### src/design/hub_pm_pkg.sv
package hub_pm_pkg;

    // Clock rates in MHz
    localparam int SYS_CLK_MHZ = 100;
    localparam int REF_CLK_MHZ = 66;

    // Processor reset release delay, counted in reference clocks
    localparam int RELEASE_REF_CYCLES = 65536;
    // Same delay in system clocks, rounded up as a least time
    localparam int RELEASE_SYS_CYCLES = (RELEASE_REF_CYCLES * SYS_CLK_MHZ + REF_CLK_MHZ - 1) / REF_CLK_MHZ;
    localparam int RELEASE_CNT_W = 17;

    // Helper counter width for checking the release delay
    localparam int RUN_CNT_W = 18;

    // Throttle duty cycle: a period of THROTTLE_SLOTS slots, each THROTTLE_SLOT_CYCLES clocks
    localparam int DUTY_W = 3;
    localparam int THROTTLE_SLOTS = 8;
    localparam int THROTTLE_SLOT_CYCLES = 16;
    localparam int SLOT_CNT_W = 4;

    // Reset values
    localparam logic RESET_OUT_ASSERTED = 1'b0;
    localparam logic STOP_CLOCK_IDLE = 1'b1;

    typedef enum logic {
        FULL_ON_ST,
        STOP_GRANT_ST
    } cpu_state_t;

    typedef struct packed {
        logic throttleEnable;
        logic [DUTY_W-1:0] throttleDuty;
        logic level2Read;
        logic stopGrantExit;
    } pm_ctrl_t;

    typedef struct packed {
        logic inStopGrant;
        logic throttling;
        logic resetReleased;
    } pm_status_t;

endpackage

### src/design/throttle_duty_gen.sv
`timescale 1ns/1ps
`default_nettype none

module throttle_duty_gen (
    input wire logic sys_clk,
    input wire logic resetn,
    input wire logic clear,
    input wire logic enable,
    input wire logic [hub_pm_pkg::DUTY_W-1:0] duty,
    output logic active
);
    import hub_pm_pkg::*;

    logic [SLOT_CNT_W-1:0] slotCount;
    logic [DUTY_W-1:0] phase;
    wire running = enable && !clear;
    wire slotEnd = (slotCount == SLOT_CNT_W'(THROTTLE_SLOT_CYCLES - 1));
    wire [DUTY_W-1:0] next_phase = slotEnd ? DUTY_W'(phase + 1'b1) : phase;
    wire next_active = running && (next_phase < duty);

    // Disabled or cleared throttling restarts at the start of a period
    always_ff @(posedge sys_clk or negedge resetn) begin
        if (!resetn) begin
            slotCount <= '0;
            phase <= '0;
            active <= 1'b0;
        end else if (!running) begin
            slotCount <= '0;
            phase <= '0;
            active <= 1'b0;
        end else begin
            slotCount <= slotEnd ? '0 : SLOT_CNT_W'(slotCount + 1'b1);
            phase <= next_phase;
            active <= next_active;
        end
    end
endmodule

`default_nettype wire

### src/design/hub_reset_and_cpu_stop_control.sv
`timescale 1ns/1ps
`default_nettype none

module hub_reset_and_cpu_stop_control #(
    parameter int RELEASE_CYCLES = hub_pm_pkg::RELEASE_SYS_CYCLES
) (
    input wire logic sys_clk,
    input wire logic resetn,
    input wire logic platformResetInN,
    input wire hub_pm_pkg::pm_ctrl_t pmCtrl,
    output logic processorResetOutN,
    output logic stopClockRequestN,
    output hub_pm_pkg::pm_status_t pmStatus
);
    import hub_pm_pkg::*;

    cpu_state_t cpuState;
    cpu_state_t next_cpuState;
    logic [RELEASE_CNT_W-1:0] releaseCount;
    logic throttleActive;
    logic inReset;
    logic running;
    logic releaseDue;
    logic next_stopClock;

    // Platform reset acts as a synchronous reset for everything in the hub except pmStatus.resetReleased, which follows processorResetOutN a cycle later
    assign inReset = !platformResetInN;
    // Requests are taken only once the processor is out of reset
    assign running = platformResetInN && processorResetOutN;
    assign releaseDue = (releaseCount == RELEASE_CNT_W'(RELEASE_CYCLES - 1));

    // Stop-grant entry by level-2 read, left again on a break event
    always_comb begin
        next_cpuState = cpuState;
        case (cpuState)
            FULL_ON_ST: begin
                if (running && pmCtrl.level2Read) begin
                    next_cpuState = STOP_GRANT_ST;
                end
            end
            STOP_GRANT_ST: begin
                if (pmCtrl.stopGrantExit) begin
                    next_cpuState = FULL_ON_ST;
                end
            end
            default: begin
                next_cpuState = FULL_ON_ST;
            end
        endcase
        if (inReset) begin
            next_cpuState = FULL_ON_ST;
        end
    end

    // Stop-clock is asserted only for stop-grant or an active throttle slot
    assign next_stopClock = !inReset && ((next_cpuState == STOP_GRANT_ST)
        || (running && pmCtrl.throttleEnable && throttleActive));

    throttle_duty_gen dutyGen (
        .sys_clk(sys_clk),
        .resetn(resetn),
        .clear(!running),
        .enable(pmCtrl.throttleEnable),
        .duty(pmCtrl.throttleDuty),
        .active(throttleActive)
    );

    always_ff @(posedge sys_clk or negedge resetn) begin
        if (!resetn) begin
            cpuState <= FULL_ON_ST;
            stopClockRequestN <= STOP_CLOCK_IDLE;
        end else begin
            cpuState <= next_cpuState;
            stopClockRequestN <= !next_stopClock;
        end
    end

    // Release counter restarts from zero on every platform reset assertion
    always_ff @(posedge sys_clk or negedge resetn) begin
        if (!resetn) begin
            releaseCount <= '0;
            processorResetOutN <= RESET_OUT_ASSERTED;
        end else if (inReset) begin
            releaseCount <= '0;
            processorResetOutN <= RESET_OUT_ASSERTED;
        end else if (!processorResetOutN) begin
            releaseCount <= RELEASE_CNT_W'(releaseCount + 1'b1);
            if (releaseDue) begin
                processorResetOutN <= 1'b1;
            end
        end
    end

    always_ff @(posedge sys_clk or negedge resetn) begin
        if (!resetn) begin
            pmStatus <= '0;
        end else begin
            pmStatus.inStopGrant <= (next_cpuState == STOP_GRANT_ST);
            pmStatus.throttling <= running && pmCtrl.throttleEnable && throttleActive;
            pmStatus.resetReleased <= processorResetOutN;
        end
    end

    // Cycles since platform reset last rose, saturating; read only by checks
    logic [RUN_CNT_W-1:0] highRun;
    always_ff @(posedge sys_clk or negedge resetn) begin
        if (!resetn) begin
            highRun <= '0;
        end else if (inReset) begin
            highRun <= '0;
        end else if (highRun != '1) begin
            highRun <= RUN_CNT_W'(highRun + 1'b1);
        end
    end
endmodule

`default_nettype wire

### config.mk
export PLATFORM = sky130hd
export DESIGN_NAME = hub_reset_and_cpu_stop_control
export DESIGN_NICKNAME = d
export VERILOG_FILES = /design/src/design/hub_pm_pkg.sv /design/src/design/throttle_duty_gen.sv /design/src/design/hub_reset_and_cpu_stop_control.sv
export SDC_FILE = /design/constraint.sdc
export NUM_CORES = 1
export LEC_CHECK = 0
export BUFFER_PORTS_ARGS = -buffer_cell sky130_fd_sc_hd__buf_4
export CELL_PAD_IN_SITES_DETAIL_PLACEMENT = 1
export CELL_PAD_IN_SITES_GLOBAL_PLACEMENT = 2
export CORE_MARGIN = 10
export CORE_UTILIZATION = 34
export DETAILED_ROUTE_END_ITERATION = 8
export PLACE_DENSITY = 0.8
export SYNTH_ARGS = -nofsm -noshare
export SYNTH_HDL_FRONTEND = slang
export SYNTH_HIERARCHICAL = 1
export SYNTH_SLANG_ARGS = --single-unit
### constraint.sdc
create_clock -name sys_clk -period 2 [get_ports sys_clk]
set_clock_uncertainty 0.1 [all_clocks]
set_input_delay 0.2 -clock sys_clk [delete_from_list [all_inputs] [get_ports sys_clk]]
set_output_delay 0.2 -clock sys_clk [all_outputs]
set_load 0.02 [all_outputs]
Yosys cells after proc, flatten, opt, wreduce, memory -nomap -nowiden --
Cells that the tools add are included. W data, S select, Z words.
Word-level totals: register bits 30, output and inout bits 5, input port bits 9, word-level logic and storage cells 39
Operators by class: bitwise operators 1, reductions and logical operators 8, order comparisons 1, eq/ne operators 3, add/sub/neg operators 3, mux-type cells 14
Operators by type and width (count):
- $mux W17 | 2
- $add A17 B1 Y17 const B | 1
- $eq A17 B17 Y1 const B | 1
- $mux W4 | 2
- $mux W1 | 7
- $logic_and A1 B1 Y1 | 6
- $mux W3 | 2
- $add A4 B1 Y4 const B | 1
- $eq A4 B4 Y1 const B | 1
- $add A3 B1 Y3 const B | 1
- $lt A3 B3 Y1 | 1
- $ne A2 B2 Y1 const B | 1
- $pmux W1 S2 | 1
- $logic_not A1 Y1 | 1
- $logic_or A1 B1 Y1 | 1
- $not A1 Y1 | 1

Depth between registers and ports, before layout --
word-level depth 8, gate-level depth with buffers 7, depth with buffers taken out 7

Cells and area by module --
The synthesis kept the hierarchy.
Modules (own cells, without submodules):
- hub_reset_and_cpu_stop_control | cells each 111, instances 1, area each 1096.1 um^2
- throttle_duty_gen | cells each 37, instances 1, area each 419.2 um^2

Worst setup path after synthesis --
OpenSTA, ideal clock, no wires.
path type register -> register, start point register processorResetOutN, end point register releaseCount[11], arrival time 1978 ps, buffers on the path 3, required time 1821 ps, library setup time 79 ps, setup slack -158 ps, period minus slack after synthesis 2158 ps, stages on the path, launching flop included 8, cell sequence dfrtp_1 -> buf_6 -> and2_4 -> buf_6 -> or4_1 -> buf_2 -> or3_1 -> a21oi_1
Between the ends: word-level cells in the longest chain between the ends 1
RTL lines:
- start, declared | RTL line hub_reset_and_cpu_stop_control.sv:11 | output logic processorResetOutN,
- start signal, assigned | RTL line hub_reset_and_cpu_stop_control.sv:82 | processorResetOutN <= RESET_OUT_ASSERTED;
- start signal, assigned | RTL line hub_reset_and_cpu_stop_control.sv:85 | processorResetOutN <= RESET_OUT_ASSERTED;
- start signal, assigned | RTL line hub_reset_and_cpu_stop_control.sv:89 | processorResetOutN <= 1'b1;
- $ne A2 B2 Y1 (no source line)
- end signal, assigned | RTL line hub_reset_and_cpu_stop_control.sv:87 | releaseCount <= RELEASE_CNT_W'(releaseCount + 1'b1);
- end, declared | RTL line hub_reset_and_cpu_stop_control.sv:19 | logic [RELEASE_CNT_W-1:0] releaseCount;
Every way passes these cells. A chain may end at the register's enable or synchronous reset.

Worst setup path in the final report --
start point register releaseCount[0], end point register releaseCount[14]
Between the ends: word-level cells in the longest chain between the ends 3
RTL lines:
- $add A17 B1 Y17 | RTL line hub_reset_and_cpu_stop_control.sv:87
- $mux W17 | RTL line hub_reset_and_cpu_stop_control.sv:86 | end else if (!processorResetOutN) begin
- $mux W17 | RTL line hub_reset_and_cpu_stop_control.sv:83 | end else if (inReset) begin
Every way passes these cells. The select of a mux whose other input is x is not followed.

==> impl_metrics.env <==
export IMPL_clock_path_buffers=2
export IMPL_final_cell_mix="27 x dfrtp_1, 20 x buf_4, 15 x nor2_1, 9 x a21oi_1"
export IMPL_pwr_share_clk=0.425
export IMPL_fin_ws_ns=0.0714
export IMPL_rsz0062_at_grt="yes"
export IMPL_power_switching_mw=0.274
export IMPL_fin_tns_setup_ns=0
export IMPL_critPathSlowestCell="or4_1"
export IMPL_ys_top_cells_by_area="dfrtp_1 48%, ha_1 5.0%, xnor2_1 4.0%"
export IMPL_p_leak_nw=0.803
export IMPL_vias=1148
export IMPL_drtIter0Drc=45
export IMPL_core_area_um2=4320
export IMPL_swShare=0.230
export IMPL_drt_vias_per_instance=5.13
export IMPL_start_util=0.350
export IMPL_areaGrowthSynthToFinish_pct=21.5
export IMPL_dieArea_um2=7530
export IMPL_antenna_found_initial=0
export IMPL_synth_top_area_cell="dfrtp_1"
export IMPL_die_w_um=86.8
export IMPL_critPathKind="reg -> reg"
export IMPL_synth_net_count=163
export IMPL_drtAntennaViolNets=0
export IMPL_hold_viol_final=0
export IMPL_worst_slew_pin_slew_ns=0.405
export IMPL_crit_family="simple AND/OR/NAND/NOR gates"
export IMPL_layout_drive_gt1_share=0.244
export IMPL_grt_pass1_vias=1274
export IMPL_whs_ns=0.0617
export IMPL_gp_congestion=0.795
export IMPL_synthCells=148
export IMPL_synthesis_area_um2=1520
export IMPL_synth_edf_count=0
export IMPL_die_h_um=86.8
export IMPL_io_pins=14
export IMPL_clock_sinks=30
export IMPL_clock_latency_ns=0.28
export IMPL_hpwlAfterDp_mm=2.54
export IMPL_cp_end_kind="flop"
export IMPL_p_int_mw=0.918
export IMPL_crit_arrival_ns=2.03
export IMPL_cts_buffers=5
export IMPL_multi_input_area_um2=736
export IMPL_crit_required_ns=2.10
export IMPL_crit_path_cell_trace="ha_4, nand4_1, or3_4, or4_1, a21oi_1"
export IMPL_powerDensity_nw_per_um2=648
export IMPL_fillers=495
export IMPL_synth_warnings=6
export IMPL_path_max_fanout=6
export IMPL_rows=24
export IMPL_antennaDiodeCount=0
export IMPL_root_buffer="clkbuf_8"
export IMPL_hold_class="in -> reg"
export IMPL_max_cap_violations=0
export IMPL_postSynth_asyncResetShare=1.00
export IMPL_fmax_mhz=519
export IMPL_start_kind="flop"
export IMPL_h_tree_depth=2
export IMPL_p_seq_frac=0.520
export IMPL_hp_start="platformResetInN"
export IMPL_grt_overflow=0
export IMPL_cts_tree="built"
export IMPL_status="finished clean"
export IMPL_ys_seq_area_frac=0.496
export IMPL_synth_top_cell_area_share=0.479
export IMPL_path_clk_slew_ns=0.07
export IMPL_setup_viol=0
export IMPL_r2r_start="releaseCount[0]"
export IMPL_crit_start="releaseCount[0]"
export IMPL_fin_util=0.426
export IMPL_grt_use_total=0.0956
export IMPL_period_needed_ns=1.93
export IMPL_totalWireLength_mm=3.40
export IMPL_io_buffer_count=13
export IMPL_avgSynthCellArea_um2=10.2
export IMPL_slowest_delay_ns=0.49
export IMPL_drc=0
export IMPL_wl_per_cell_um=15.2
export IMPL_yosysUniqueCellTypes=39
export IMPL_synthFlopType="dfrtp_1"
export IMPL_register_area_um2=754
export IMPL_slew_violations=0
export IMPL_layout_nets=186
export IMPL_grt_max_degree=31
export IMPL_drt_pass1_iterations=4
export IMPL_slew_headroom=0.726
export IMPL_finalCritPeriodShare=0.964
export IMPL_grt_pass1_wl_mm=5.84
export IMPL_worst_path_buf_inv=0
export IMPL_final_common_cell="dfrtp_1"
export IMPL_pwr_share_comb=0.055
export IMPL_dp_slack_ns=0.0119
export IMPL_synth_seq_cells=30
export IMPL_peakVddDrop_mv=0.247
[timing repair]
action                                  4_1_cts  5_1_grt
resized for setup                             0        7
buffers inserted                              0        3
endpoints found under the setup margin        0        5
endpoints found under the hold margin        29        0
hold buffers                                  1        0
[kinds of logic (layout without fill, tap and decap cells)]
group	Yosys count	in the layout	synth area share
and+or+nand+nor	63	63	0.235
DFF	30	30	0.496
AOI/OAI and AO/OA	21	21	0.0801
buffers and inverters	13	37	0.0454
xor gates and xnor gates	12	12	0.0694
adders and majority gates	6	6	0.0495
muxes	3	3	0.0239
[power groups by stage]
stage	logic, mW	registers, mW	clock network (mW)
finish	0.0660	0.619	0.507
global route	0.0749	0.619	0.559
CTS	0.0653	0.617	0.527
detailed placement	0.0636	0.629	0
global placement	0.0583	0.627	0
floorplan	0.0217	0.628	0
[layer usage]
layer  up-vias  routed length, µm  share of wire  GRT usage
met5         -                  0              0          0
met4         0                 49          0.014     0.0427
met3         5                 63          0.019     0.0225
met2         9               1860           0.55      0.171
met1       573               1430           0.42      0.104
li1        561                  -              -          -
[sequential cells by signal (all words and copies together), names as in the netlist]
| signal | cells |
|---|---|
| dutyGen/active | 1 |
| dutyGen/slotCount | 4 |
| processorResetOutN | 1 |
| releaseCount | 17 |
| stopClockRequestN | 1 |
| pmStatus | 3 |
| dutyGen/phase | 3 |
[cell type report]
| cell class | count | area share |
|---|---|---|
| clock inverter | 2 | 0.00680 |
| clock buffer | 6 | 0.0449 |
| multi-input combinational | 105 | 0.400 |
| timing repair buffer | 21 | 0.0870 |
| inverter | 8 | 0.0163 |
| sequential | 30 | 0.410 |
| tap | 52 | 0.0354 |
[metrics by stage]
stage	std cells	total power, mW	area [µm²]
after floorplan	148	0.650	1520
final	224	1.19	1840
after global placement	212	0.686	1680
after global routing	224	1.25	1840
after detailed placement	212	0.692	1680
after CTS	221	1.21	1780
[cells in the mapped netlist (2+ instances only)]
library cell and number:
nor4_1 3, and2_1 2, nand4b_1 2, nor3_1 2
or4_1 5, buf_6 2, nand2_1 7, xor2_1 5
o21ai_0 6, dfrtp_1 29, xnor2_1 7, and2b_1 2
a21oi_1 9, and2_4 2, o31ai_1 2, ha_1 6
nor2_1 15, nand4_1 4, inv_1 7, nand3_1 5
and3_1 3, or3_1 6
[final timing paths]
kind / to / cells after the start / slack [ns]
worst max-delay path: releaseCount[14] / 5 / 0.07
worst min-delay path: processorResetOutN / 2 / 0.06
worst max register to register: releaseCount[14] / 5 / 0.07
worst min register to register: pmStatus[1] / 1 / 0.42
max in group asynchronous: stopClockRequestN / 2 / 1.18
min in group asynchronous: releaseCount[15] / 2 / 0.29
Note: power is estimated with default switching activity, not from simulation.
